$ cat src/hw/rf_sleep_power_defines.svh
// Constants for the radio power, clear channel and sleep control block
`ifndef RF_SLEEP_POWER_DEFINES_SVH
`define RF_SLEEP_POWER_DEFINES_SVH

// Parameter select codes on the configuration port
`define PAR_TX_POWER_LEVEL 3'h0
`define PAR_BOOST_SELECT 3'h1
`define PAR_CLEAR_CHANNEL_LIMIT 3'h2
`define PAR_SLEEP_KIND 3'h3
`define PAR_WAKE_DURATION 3'h4
`define PAR_CYCLIC_SLEEP_PERIOD 3'h5
`define PAR_UNJOINED_SLEEP_PERIOD 3'h6
`define PAR_SLEEP_OPTION_BITS 3'h7

// Reset values
`define RST_TX_POWER_LEVEL 3'h4
`define RST_BOOST_SELECT 1'h1
`define RST_CLEAR_CHANNEL_LIMIT 8'h2c
`define RST_SLEEP_KIND 3'h0
`define RST_WAKE_DURATION 16'h1388
`define RST_CYCLIC_SLEEP_PERIOD 21'h000000
`define RST_UNJOINED_SLEEP_PERIOD 16'h03e8
`define RST_SLEEP_OPTION_BITS 2'h0

// Accepted ranges
`define MAX_TX_POWER_LEVEL 21'h000004
`define MIN_CLEAR_CHANNEL_LIMIT 21'h000028
`define MAX_CLEAR_CHANNEL_LIMIT 21'h000050
`define MAX_CYCLIC_SLEEP_PERIOD 21'h15f900
`define MAX_SLEEP_OPTION_BITS 21'h000003

// Sleep kind codes
`define SLEEP_NONE 3'h0
`define SLEEP_PIN 3'h1
`define SLEEP_CYCLIC 3'h4
`define SLEEP_CYCLIC_PIN 3'h5

// Option bit positions
`define OPT_NO_POLL 0
`define OPT_NO_SAMPLE 1

// Power cap in dBm and boost gains in dB
`define TOP_CHANNEL_CAP_DBM 6'sh3b
`define BOOST_TX_GAIN_DB 6'h03
`define BOOST_RX_GAIN_DB 6'h02

// Timing
`define CLK_PERIOD_NS 20
`define MS_NS 1000000
`define MS_CYCLES (`MS_NS / `CLK_PERIOD_NS)
`define RECAL_S 15
`define RECAL_CYCLES (`RECAL_S * 1000 * `MS_CYCLES)
`define PERIOD_UNIT_MS 10
`define HOLD_UNIT_MS 25

`endif

$ cat src/hw/rf_sleep_power_pkg.sv
// Types shared by the radio power and sleep control block
package rf_sleep_power_pkg;

  typedef enum logic [3:0] {
    ST_AWAKE = 4'b0001,
    ST_PIN_SLEEP = 4'b0010,
    ST_CYC_WAKE = 4'b0100,
    ST_CYC_SLEEP = 4'b1000
  } sleep_state_t;

  typedef logic [2:0] param_sel_t;
  typedef logic [20:0] param_word_t;

endpackage

$ cat src/hw/rf_sleep_power_control.sv
// Radio power, clear channel gate and sleep scheduling control
`timescale 1ns/10ps
`include "rf_sleep_power_defines.svh"

module rf_sleep_power_control #(
  parameter int MS_CYCLES = `MS_CYCLES,
  parameter int RECAL_CYCLES = `RECAL_CYCLES,
  parameter bit HIGH_POWER = 1'b0
) (
  // Clock and reset
  input wire logic clock_i,
  input wire logic arst_n_i,
  // Configuration command port
  input wire logic cmd_valid_i,
  input wire logic cmd_write_i,
  input wire rf_sleep_power_pkg::param_sel_t cmd_param_i,
  input wire rf_sleep_power_pkg::param_word_t cmd_data_i,
  output logic rsp_valid_o,
  output logic rsp_error_o,
  output rf_sleep_power_pkg::param_word_t rsp_data_o,
  // Transmit path
  input wire logic top_channel_i,
  input wire logic signed [5:0] cal_offset_i,
  input wire logic tx_req_i,
  input wire logic [7:0] energy_i,
  output logic tx_grant_o,
  output logic tx_blocked_o,
  output logic signed [5:0] tx_power_dbm_o,
  output logic [5:0] rx_gain_db_o,
  output logic recal_o,
  // Network role and sleep
  input wire logic coordinator_i,
  input wire logic associate_en_i,
  input wire logic associated_i,
  input wire logic sleep_pin_i,
  input wire logic data_pending_i,
  input wire logic sample_en_i,
  input wire logic msg_hold_i,
  output logic asleep_o,
  output logic poll_o,
  output logic sample_o,
  output logic assoc_retry_o,
  output logic direct_send_o,
  output logic msg_discard_o
);
  import rf_sleep_power_pkg::*;

  // Counters below cannot time a span shorter than one clock
  if (MS_CYCLES < 1 || RECAL_CYCLES < 1) begin : g_bad_timing
    $error("timing counts must be at least one cycle");
  end

  logic [2:0] tx_power_level_reg;
  logic boost_select_reg;
  logic [7:0] clear_channel_limit_reg;
  logic [2:0] sleep_kind_reg;
  logic [15:0] wake_duration_reg;
  logic [20:0] cyclic_sleep_period_reg;
  logic [15:0] unjoined_sleep_period_reg;
  logic [1:0] sleep_option_bits_reg;

  // Range check of an incoming write value
  logic wr_ok;
  always_comb begin
    case (cmd_param_i)
      `PAR_TX_POWER_LEVEL: wr_ok = cmd_data_i <= `MAX_TX_POWER_LEVEL;
      `PAR_BOOST_SELECT: wr_ok = cmd_data_i <= 21'h000001;
      `PAR_CLEAR_CHANNEL_LIMIT: wr_ok =
        cmd_data_i >= `MIN_CLEAR_CHANNEL_LIMIT &&
        cmd_data_i <= `MAX_CLEAR_CHANNEL_LIMIT;
      `PAR_SLEEP_KIND: wr_ok = cmd_data_i == 21'h000000 ||
        cmd_data_i == 21'h000001 || cmd_data_i == 21'h000004 ||
        cmd_data_i == 21'h000005;
      `PAR_WAKE_DURATION,
      `PAR_UNJOINED_SLEEP_PERIOD: wr_ok = cmd_data_i != 21'h000000 &&
        cmd_data_i <= 21'h00ffff;
      `PAR_CYCLIC_SLEEP_PERIOD: wr_ok =
        cmd_data_i <= `MAX_CYCLIC_SLEEP_PERIOD;
      `PAR_SLEEP_OPTION_BITS: wr_ok = cmd_data_i <= `MAX_SLEEP_OPTION_BITS;
      default: wr_ok = 1'b0;
    endcase
  end

  logic do_write;
  assign do_write = cmd_valid_i && cmd_write_i && wr_ok;

  // Configuration storage; out of range writes leave the value alone
  always_ff @(posedge clock_i or negedge arst_n_i) begin
    if (!arst_n_i) begin
      tx_power_level_reg <= `RST_TX_POWER_LEVEL;
      boost_select_reg <= `RST_BOOST_SELECT;
      clear_channel_limit_reg <= `RST_CLEAR_CHANNEL_LIMIT;
      sleep_kind_reg <= `RST_SLEEP_KIND;
      wake_duration_reg <= `RST_WAKE_DURATION;
      cyclic_sleep_period_reg <= `RST_CYCLIC_SLEEP_PERIOD;
      unjoined_sleep_period_reg <= `RST_UNJOINED_SLEEP_PERIOD;
      sleep_option_bits_reg <= `RST_SLEEP_OPTION_BITS;
    end else if (do_write) begin
      case (cmd_param_i)
        `PAR_TX_POWER_LEVEL: tx_power_level_reg <= cmd_data_i[2:0];
        `PAR_BOOST_SELECT: boost_select_reg <= cmd_data_i[0];
        `PAR_CLEAR_CHANNEL_LIMIT: clear_channel_limit_reg <= cmd_data_i[7:0];
        `PAR_SLEEP_KIND: sleep_kind_reg <= cmd_data_i[2:0];
        `PAR_WAKE_DURATION: wake_duration_reg <= cmd_data_i[15:0];
        `PAR_CYCLIC_SLEEP_PERIOD: cyclic_sleep_period_reg <= cmd_data_i;
        `PAR_UNJOINED_SLEEP_PERIOD:
          unjoined_sleep_period_reg <= cmd_data_i[15:0];
        `PAR_SLEEP_OPTION_BITS: sleep_option_bits_reg <= cmd_data_i[1:0];
        default: tx_power_level_reg <= tx_power_level_reg;
      endcase
    end
  end

  // Answer one cycle after every command; a write echoes the value held before it
  param_word_t rd_value;
  always_comb begin
    case (cmd_param_i)
      `PAR_TX_POWER_LEVEL: rd_value = {18'h0, tx_power_level_reg};
      `PAR_BOOST_SELECT: rd_value = {20'h0, boost_select_reg};
      `PAR_CLEAR_CHANNEL_LIMIT: rd_value = {13'h0, clear_channel_limit_reg};
      `PAR_SLEEP_KIND: rd_value = {18'h0, sleep_kind_reg};
      `PAR_WAKE_DURATION: rd_value = {5'h0, wake_duration_reg};
      `PAR_CYCLIC_SLEEP_PERIOD: rd_value = cyclic_sleep_period_reg;
      `PAR_UNJOINED_SLEEP_PERIOD: rd_value = {5'h0, unjoined_sleep_period_reg};
      `PAR_SLEEP_OPTION_BITS: rd_value = {19'h0, sleep_option_bits_reg};
      default: rd_value = 21'h000000;
    endcase
  end

  always_ff @(posedge clock_i or negedge arst_n_i) begin
    if (!arst_n_i) begin
      rsp_valid_o <= 1'b0;
      rsp_error_o <= 1'b0;
      rsp_data_o <= 21'h000000;
    end else begin
      rsp_valid_o <= cmd_valid_i;
      rsp_error_o <= cmd_valid_i && cmd_write_i && !wr_ok;
      rsp_data_o <= cmd_valid_i ? rd_value : 21'h000000;
    end
  end

  // Recalibration interval for the high-power variant
  logic [31:0] recal_cnt_reg;
  logic signed [5:0] cal_trim_reg;
  always_ff @(posedge clock_i or negedge arst_n_i) begin
    if (!arst_n_i) begin
      recal_cnt_reg <= 32'h00000000;
      recal_o <= 1'b0;
      cal_trim_reg <= 6'sh00;
    end else begin
      recal_o <= 1'b0;
      if (!HIGH_POWER) begin
        recal_cnt_reg <= 32'h00000000;
      end else if (recal_cnt_reg == 32'(RECAL_CYCLES - 1)) begin
        recal_cnt_reg <= 32'h00000000;
        recal_o <= 1'b1;
        cal_trim_reg <= cal_offset_i;
      end else begin
        recal_cnt_reg <= recal_cnt_reg + 32'h00000001;
      end
    end
  end

  // Output power lookup, applied to the next transmission
  logic signed [5:0] power_next;
  always_comb begin
    if (HIGH_POWER) begin
      case (tx_power_level_reg)
        3'h0: power_next = 6'sh00;
        3'h1: power_next = 6'sh0c;
        3'h2: power_next = 6'sh0f;
        3'h3: power_next = 6'sh10;
        default: power_next = 6'sh12;
      endcase
      power_next = power_next + cal_trim_reg;
    end else if (top_channel_i) begin
      // Level ignored on the top channel to honour the emission cap
      power_next = boost_select_reg ? `TOP_CHANNEL_CAP_DBM :
        6'(`TOP_CHANNEL_CAP_DBM - `BOOST_TX_GAIN_DB);
    end else begin
      // Level steps are uneven, so a table rather than a formula
      case (tx_power_level_reg)
        3'h0: power_next = 6'sh3b;
        3'h1: power_next = 6'sh3f;
        3'h2: power_next = 6'sh01;
        3'h3: power_next = 6'sh03;
        default: power_next = 6'sh05;
      endcase
      if (boost_select_reg) begin
        power_next = power_next + `BOOST_TX_GAIN_DB;
      end
    end
  end

  always_ff @(posedge clock_i or negedge arst_n_i) begin
    if (!arst_n_i) begin
      tx_power_dbm_o <= 6'sh00;
      rx_gain_db_o <= 6'h00;
      tx_grant_o <= 1'b0;
      tx_blocked_o <= 1'b0;
    end else begin
      tx_power_dbm_o <= power_next;
      rx_gain_db_o <= boost_select_reg ? `BOOST_RX_GAIN_DB : 6'h00;
      // Smaller magnitude means stronger energy in -dBm units
      tx_grant_o <= tx_req_i && energy_i >= clear_channel_limit_reg;
      tx_blocked_o <= tx_req_i && energy_i < clear_channel_limit_reg;
    end
  end

  // Millisecond tick shared by all sleep timers
  logic [31:0] ms_cnt_reg;
  logic ms_tick;
  assign ms_tick = ms_cnt_reg == 32'(MS_CYCLES - 1);
  always_ff @(posedge clock_i or negedge arst_n_i) begin
    if (!arst_n_i) begin
      ms_cnt_reg <= 32'h00000000;
    end else begin
      ms_cnt_reg <= ms_tick ? 32'h00000000 : ms_cnt_reg + 32'h00000001;
    end
  end

  // Sleep sequencing
  sleep_state_t state_reg;
  logic [26:0] tmr_reg;
  logic cyclic;
  logic unjoined;
  assign cyclic = !coordinator_i &&
    (sleep_kind_reg == `SLEEP_CYCLIC || sleep_kind_reg == `SLEEP_CYCLIC_PIN);
  assign unjoined = associate_en_i && !associated_i;

  always_ff @(posedge clock_i or negedge arst_n_i) begin
    if (!arst_n_i) begin
      state_reg <= ST_AWAKE;
      tmr_reg <= 27'h0000000;
      asleep_o <= 1'b0;
      poll_o <= 1'b0;
      sample_o <= 1'b0;
      assoc_retry_o <= 1'b0;
    end else begin
      poll_o <= 1'b0;
      sample_o <= 1'b0;
      assoc_retry_o <= 1'b0;
      case (state_reg)
        ST_AWAKE: begin
          asleep_o <= 1'b0;
          tmr_reg <= 27'(wake_duration_reg);
          if (sleep_kind_reg == `SLEEP_PIN && sleep_pin_i) begin
            state_reg <= ST_PIN_SLEEP;
            asleep_o <= 1'b1;
          end else if (cyclic) begin
            state_reg <= ST_CYC_WAKE;
          end
        end
        ST_PIN_SLEEP: begin
          if (sleep_kind_reg != `SLEEP_PIN || !sleep_pin_i) begin
            state_reg <= ST_AWAKE;
            asleep_o <= 1'b0;
            sample_o <= sample_en_i &&
              !sleep_option_bits_reg[`OPT_NO_SAMPLE];
          end
        end
        ST_CYC_WAKE: begin
          if (!cyclic) begin
            state_reg <= ST_AWAKE;
          end else if (data_pending_i) begin
            tmr_reg <= 27'(wake_duration_reg);
          end else if (ms_tick && tmr_reg <= 27'h0000001) begin
            // Sleep length is taken fresh each cycle
            state_reg <= ST_CYC_SLEEP;
            asleep_o <= 1'b1;
            tmr_reg <= unjoined ?
              27'(unjoined_sleep_period_reg * 27'(`PERIOD_UNIT_MS)) :
              27'(cyclic_sleep_period_reg * 27'(`PERIOD_UNIT_MS));
          end else if (ms_tick) begin
            tmr_reg <= tmr_reg - 27'h0000001;
          end
        end
        ST_CYC_SLEEP: begin
          if (!cyclic ||
              (sleep_kind_reg == `SLEEP_CYCLIC_PIN && sleep_pin_i) ||
              tmr_reg == 27'h0000000 ||
              (ms_tick && tmr_reg == 27'h0000001)) begin
            state_reg <= cyclic ? ST_CYC_WAKE : ST_AWAKE;
            asleep_o <= 1'b0;
            tmr_reg <= 27'(wake_duration_reg);
            poll_o <= cyclic && !unjoined &&
              !sleep_option_bits_reg[`OPT_NO_POLL];
            assoc_retry_o <= cyclic && unjoined;
            sample_o <= sample_en_i &&
              !sleep_option_bits_reg[`OPT_NO_SAMPLE];
          end else if (ms_tick) begin
            tmr_reg <= tmr_reg - 27'h0000001;
          end
        end
        default: begin
          state_reg <= ST_AWAKE;
          asleep_o <= 1'b0;
        end
      endcase
    end
  end

  // Coordinator hold of one indirect message, 2.5 sleep periods long
  logic hold_busy_reg;
  logic [26:0] hold_tmr_reg;
  logic hold_mode;
  assign hold_mode = coordinator_i && cyclic_sleep_period_reg != 21'h000000;
  always_ff @(posedge clock_i or negedge arst_n_i) begin
    if (!arst_n_i) begin
      hold_busy_reg <= 1'b0;
      hold_tmr_reg <= 27'h0000000;
      msg_discard_o <= 1'b0;
      direct_send_o <= 1'b0;
    end else begin
      msg_discard_o <= 1'b0;
      direct_send_o <= coordinator_i && !hold_mode;
      if (msg_hold_i && hold_mode) begin
        hold_busy_reg <= 1'b1;
        hold_tmr_reg <= 27'(cyclic_sleep_period_reg *
          27'(`HOLD_UNIT_MS));
      end else if (hold_busy_reg && !hold_mode) begin
        hold_busy_reg <= 1'b0;
      end else if (hold_busy_reg && ms_tick) begin
        if (hold_tmr_reg <= 27'h0000001) begin
          hold_busy_reg <= 1'b0;
          msg_discard_o <= 1'b1;
        end else begin
          hold_tmr_reg <= hold_tmr_reg - 27'h0000001;
        end
      end
    end
  end

endmodule

$ cat config.mk
export PLATFORM = sky130hd
export DESIGN_NAME = rf_sleep_power_control
export DESIGN_NICKNAME = d
export VERILOG_FILES = /design/src/hw/rf_sleep_power_pkg.sv /design/src/hw/rf_sleep_power_control.sv
export VERILOG_INCLUDE_DIRS = /design/src /design/src/hw
export SDC_FILE = /design/constraint.sdc
export NUM_CORES = 1
export LEC_CHECK = 0
export BUFFER_PORTS_ARGS = -buffer_cell sky130_fd_sc_hd__buf_2
export CORE_ASPECT_RATIO = 0.8
export CORE_UTILIZATION = 23
export CTS_BUF_LIST = sky130_fd_sc_hd__clkbuf_4 sky130_fd_sc_hd__clkbuf_8
export DETAILED_ROUTE_END_ITERATION = 8
export HOLD_SLACK_MARGIN = 0.15
export PLACE_DENSITY = 0.33
export SETUP_SLACK_MARGIN = 0.15
export SLEW_MARGIN = 5
export SYNTH_ARGS = -nofsm -noshare
export SYNTH_HDL_FRONTEND = slang
export SYNTH_SLANG_ARGS = --single-unit
$ cat constraint.sdc
create_clock -name clock_i -period 4.46 [get_ports clock_i]
set_input_delay 0.892 -clock clock_i [delete_from_list [all_inputs] [get_ports clock_i]]
set_output_delay 0.892 -clock clock_i [all_outputs]
set_load 0.1 [all_outputs]
Word-level counts from Yosys, hierarchy flattened
Cells that the tools add are included.

Eq/ne operators: 33. Reduce and logical (&&, ||, !) cells: 63. Mux-type cells: 52. $mul: 3. Add/subtract/negate cells: 4. Order comparisons: 11.

Operators by type and width (number): two-way mux 27 bit (9); one-hot mux 21 bit (8 select lines) (1); one-hot mux 27 bit (3 select lines) (1); less-or-equal comparator 27 x 1 -> 1 bit (second input constant) (2); subtractor 27 x 1 -> 27 bit (second input constant) (2); equality test 21 x 3 -> 1 bit (second input constant) (2); nonzero test 21 bit (2); adder 32 x 1 -> 32 bit (second input constant) (1); equality test 32 x 16 -> 1 bit (second input constant) (1); two-way mux 32 bit (1); two-way mux 4 bit (7); equality test 27 x 1 -> 1 bit (second input constant) (1); zero test 27 bit (1); multiplier 21 x 5 -> 26 bit (second input constant) (1); two-way mux 25 bit (1); multiplier 21 x 3 -> 24 bit (second input constant) (1); one-hot mux 6 bit (4 select lines) (1); logical AND 1 bit (22); equality test 21 x 1 -> 1 bit (second input constant) (1); >= comparator 21 x 6 -> 1 bit (second input constant) (1); less-or-equal comparator 21 x 1 -> 1 bit (second input constant) (1); less-or-equal comparator 21 x 16 -> 1 bit (second input constant) (1); less-or-equal comparator 21 x 2 -> 1 bit (second input constant) (1); less-or-equal comparator 21 bit (second input constant) (1); 35 further kinds (103).

Output and inout bits: 44. Word-level logic and storage cells: 192. Flip-flop bits (word level): 200. Bits of input ports: 51.

Longest topological paths before layout
Depth after elaboration: 9. Gate-level depth with buffers: 16. Gate-level depth less buffers: 16.

Worst setup path before layout
No wires, ideal clock.

Kind: reg2reg. Start point: register cyclic_sleep_period_reg[2]. End point: register hold_tmr_reg[18]. Cell stages (with the launch flop): 15. Setup slack: 795 ps. Period minus slack after synthesis: 3665 ps. Data arrival time: 3530 ps. Required time: 4324 ps. Buffers on the path: 0. Setup time: 136 ps. Cells stage by stage: dfrtp_1 > inv_1 > ha_1 > ha_1 > fa_1 > ha_1 > nor2b_1 > o31a_1 > o211ai_1 > a21oi_1 > or3_1 > a31o_2 > a21oi_1 > xor2_1 > o21ai_0.

Cells in the longest elaborated chain, start to end: 6. Elaborated cells between the ends (all ways): 11. Those cells by class: 1 x mul; 2 x eq/ne; 1 x mux; 7 x reduce/logical.

RTL lines: start: declaration (RTL line rf_sleep_power_control.sv:58) `logic [20:0] cyclic_sleep_period_reg;`; start signal: assignment (RTL line rf_sleep_power_control.sv:95) `` cyclic_sleep_period_reg <= `RST_CYCLIC_SLEEP_PERIOD; ``; start signal: assignment (RTL line rf_sleep_power_control.sv:105) `` `PAR_CYCLIC_SLEEP_PERIOD: cyclic_sleep_period_reg <= cmd_data_i; ``; parallel branches: the longest is 6 deep, another holds multiplier 21 x 5 -> 26 bit; end signal: assignment (RTL line rf_sleep_power_control.sv:319) `hold_tmr_reg <= 27'(cyclic_sleep_period_reg *`; end signal: assignment (RTL line rf_sleep_power_control.sv:328) `hold_tmr_reg <= hold_tmr_reg - 27'h0000001;`; end: declaration (RTL line rf_sleep_power_control.sv:305) `logic [26:0] hold_tmr_reg;`.

Several ways; the timed one is not identified. A chain may end at the register's enable or synchronous reset.

Final worst setup path
Start point: register cyclic_sleep_period_reg[1]. End point: register hold_tmr_reg[18].

The elaborated chain is that of the path after synthesis.

==> qor.yml <==
run_status:
  status: "completed"
setup_path:
  r2r-end: "hold_tmr_reg[18]$_DFFE_PN0P_"
  worst-path-buf-inv: 0
  reg2reg_depth: 13
  crit_cells: 13
  slowest_delay_ps: 560
  worstPathRequired_ps: 4930
  crit_top_cell: "ha_1"
  r2r_slack_ps: 400
  crit_path_end_kind: "register"
  path_max_fanout: 7
  arrival_ps: 4530
  setup.worst_path.end: "hold_tmr_reg[18]$_DFFE_PN0P_"
  cp-start-kind: "register"
  crit_family: "adder cells"
  critPathSlowestCell: "dfrtp_1"
  crit_chain: "ha_1 > ha_1 > fa_1 > ha_1 > nor2b_1 > o31a_1 > o211ai_1 > a21oi_1 > or3_1 > a31o_2 > a21oi_1 > xor2_1 > o21ai_0"
  startpoint: "cyclic_sleep_period_reg[1]$_DFFE_PN0P_"
  r2r-start: "cyclic_sleep_period_reg[1]$_DFFE_PN0P_"
  critical_path_class: "register to register"
place:
  place_congestion: 0.7634
  preCtsSetupSlack_ps: 401.7
  placed_cell_area_sq_mm: 0.01610
  portBuffers: 82
  hpwlAfterDp_um: 35520
synthesis:
  ys_ff_latch: 198
  synth_warnings: 0
  ys.flop_type: "dfrtp_1"
  yosysMostFrequentCell: "dfrtp_1"
  synth_common_cells: "dfrtp_1 (181), ha_1 (158), nor2_1 (130)"
  synthCells: 1551
  ys_types: 91
  synth_seq_area_share_pct: 34.37
  avgSynthCellArea_sq_um: 9.334
  netlist_area_sq_mm: 0.01448
  synth_area_leaders: "dfrtp_1 (31%), ha_1 (14%), mux2_2 (3.7%)"
  synth_top_area_share_pct: 31.29
  synth_edf_count: 0
  synth.largest_area_cell: "dfrtp_1"
  synthArstFlopShare_pct: 100.0
detailed_routing:
  route.detailed.drc: 0
  dr.pass1.iters: 7
  wl_um: 46340
  ant_nets: 0
  vias: 11620
  initialDrtViolationCount: 651
  wl_per_cell_um: 18.61
  via_per_inst: 4.667
global_route:
  track_usage_pct: 15.26
  grt_max_degree: 110
  grt_pass1_vias: 11680
  grt_overflow: 0
  grt_pass1_wl_um: 72980
  antenna_found_initial: 2
timing:
  worst_slack_ps: 399.8
  worst_slew_pin_slew_ps: 996.3
  setup_violations: 0
  clock.fmax_mhz: 246.3
  slew_viol_final: 0
  hold_violations: 0
  setup_tns_ps: 0
  rsz0062_at_grt: "false"
  period_share_pct: 91.04
  slew_headroom_pct: 33.58
  fin_crit_ps: 4060
  fin_skew_ps: 28.50
cts:
  cts_hold_buf: 0
  postCtsSetupBuffers: 0
  numCtsBuffers: 17
  clock_latency_ps: 590
  cts_resized: 0
  cts_max_level: 4
  clk_path_buf_depth: 2
  cts_tree: "done"
  cts_sinks: 198
  cts-root-buf: "clkbuf_8"
  clkSlewWorstSetupHoldPaths_ps: 110
flow_run:
  max_cap_viol_count: 0
cells_and_area:
  fillers: 6722
  drive_gt1_share_pct: 15.37
  nets: 1873
  largest_register_ffs: 32
  final_cell_area_sq_mm: 0.01651
  syn2layout_area_growth_pct: 14.07
floorplan:
  die_x_um: 282.5
  ios: 95
  die_h_um: 226.4
  core_region_area_sq_mm: 0.06162
  num_rows: 81
  dieArea_sq_mm: 0.06396
  initial_utilization_pct: 23.50
power_and_ir_drop:
  p_leak_nw: 7.821
  peakVddDrop_v: 0.0001644
  power_density_mw_per_mm2: 388.0
min_path:
  min_path_type: "input pin to async pin"
-- how the worst min path moves through the flow --
stage,start,end,slack (ps),cells past startpoint
3_5_place_dp,ms_cnt_reg[0]$_DFF_PN0_,ms_cnt_reg[0]$_DFF_PN0_,460,1
2_1_floorplan,boost_select_reg$_DFFE_PN1P_,rx_gain_db_o[1]$_DFF_PN0_,390,0
5_1_grt,arst_n_i,unjoined_sleep_period_reg[1]$_DFFE_PN0P_,460,1
3_3_place_gp,ms_cnt_reg[0]$_DFF_PN0_,ms_cnt_reg[0]$_DFF_PN0_,450,1
6_report,arst_n_i,tmr_reg[24]$_DFFE_PN0P_,400,1
4_1_cts,arst_n_i,unjoined_sleep_period_reg[1]$_DFFE_PN0P_,410,1
-- metrics by stage --
| stage | cells | power, mW | hold WS [ps] | utilization [%] |
|---|---|---|---|---|
| after floorplan | 1556 | 4.318 | 387.9 | - |
| after global placement | 2457 | 5.145 | 449.5 | 26.12 |
| after detailed placement | 2457 | 5.139 | 455.1 | 26.12 |
| after CTS | 2489 | 6.520 | 407.1 | 26.79 |
| after global routing | 2490 | 6.934 | 462.2 | 26.80 |
| final | 2490 | 6.408 | 402.5 | 26.80 |
-- cells in the final DEF (no fill, tap or decap), types with 7 or more instances in the layout --
cell type,instances
nor2b_1,16
nor3_1,51
nand2_1,110
clkbuf_8,17
a21oi_1,98
nor2_1,130
a21o_1,25
o31ai_1,9
nand2b_1,12
o21bai_1,10
and2_1,10
xnor2_1,57
fa_1,18
and3_1,10
buf_4,38
nand3_1,23
o22ai_1,7
o21a_1,7
or3_1,17
dfstp_2,17
buf_2,81
inv_1,114
ha_1,158
a31oi_1,11
nor4_1,30
mux2_2,48
mux2i_1,19
mux2_1,20
or2_2,10
xor2_1,51
dfrtp_1,181
a211oi_1,15
or4_1,15
nand4_1,23
o21ai_0,49
o21ai_1,32
-- logic make-up (layout without fill, tap and decap cells) --
family                   after synthesis  count (layout)  share of synthesized area [%]
multiplexers                          88              88                          6.758
buffers and inverters                169             272                          4.701
flip-flops                           198             198                          34.37
XOR/XNOR                             108             108                          6.534
adder cells (fa/ha/maj)              176             176                          16.14
other                                  1               7                        0.02590
AND/OR/NAND/NOR                      485             485                          16.94
AO/OA/AOI/OAI                        326             326                          14.53
-- cell type report --
class / instances / area [sq um] / area share [%]
Clock inverter: 13 / 161.4 / 0.9773
Antenna cell: 1 / 2.502 / 0.01515
Timing Repair Buffer: 125 / 805.8 / 4.879
Inverter: 115 / 431.7 / 2.614
Sequential cell: 198 / 4976 / 30.13
Tap cell: 830 / 1039 / 6.288
Clock buffer: 19 / 249.0 / 1.508
Multi-Input combinational cell: 1189 / 8850 / 53.59
-- power breakdown --
group / internal (mW) / switching (mW) / total [mW]
Clock: 0.485 / 0.841 / 1.33
Sequential: 2.08 / 0.329 / 2.41
Combinational: 1.03 / 1.63 / 2.67
Total: 3.60 / 2.81 / 6.41
-- routing by layer --
metal / track usage (%) / share of wire (%) / vias up
li1: - / - / 5732
met1: 24.12 / 57 / 5699
met2: 20.68 / 39 / 158
met3: 2.483 / 3.0 / 29
met4: 4.255 / 1.4 / 2
met5: 0 / 0.028 / -
(Power assumes the default switching activity.)
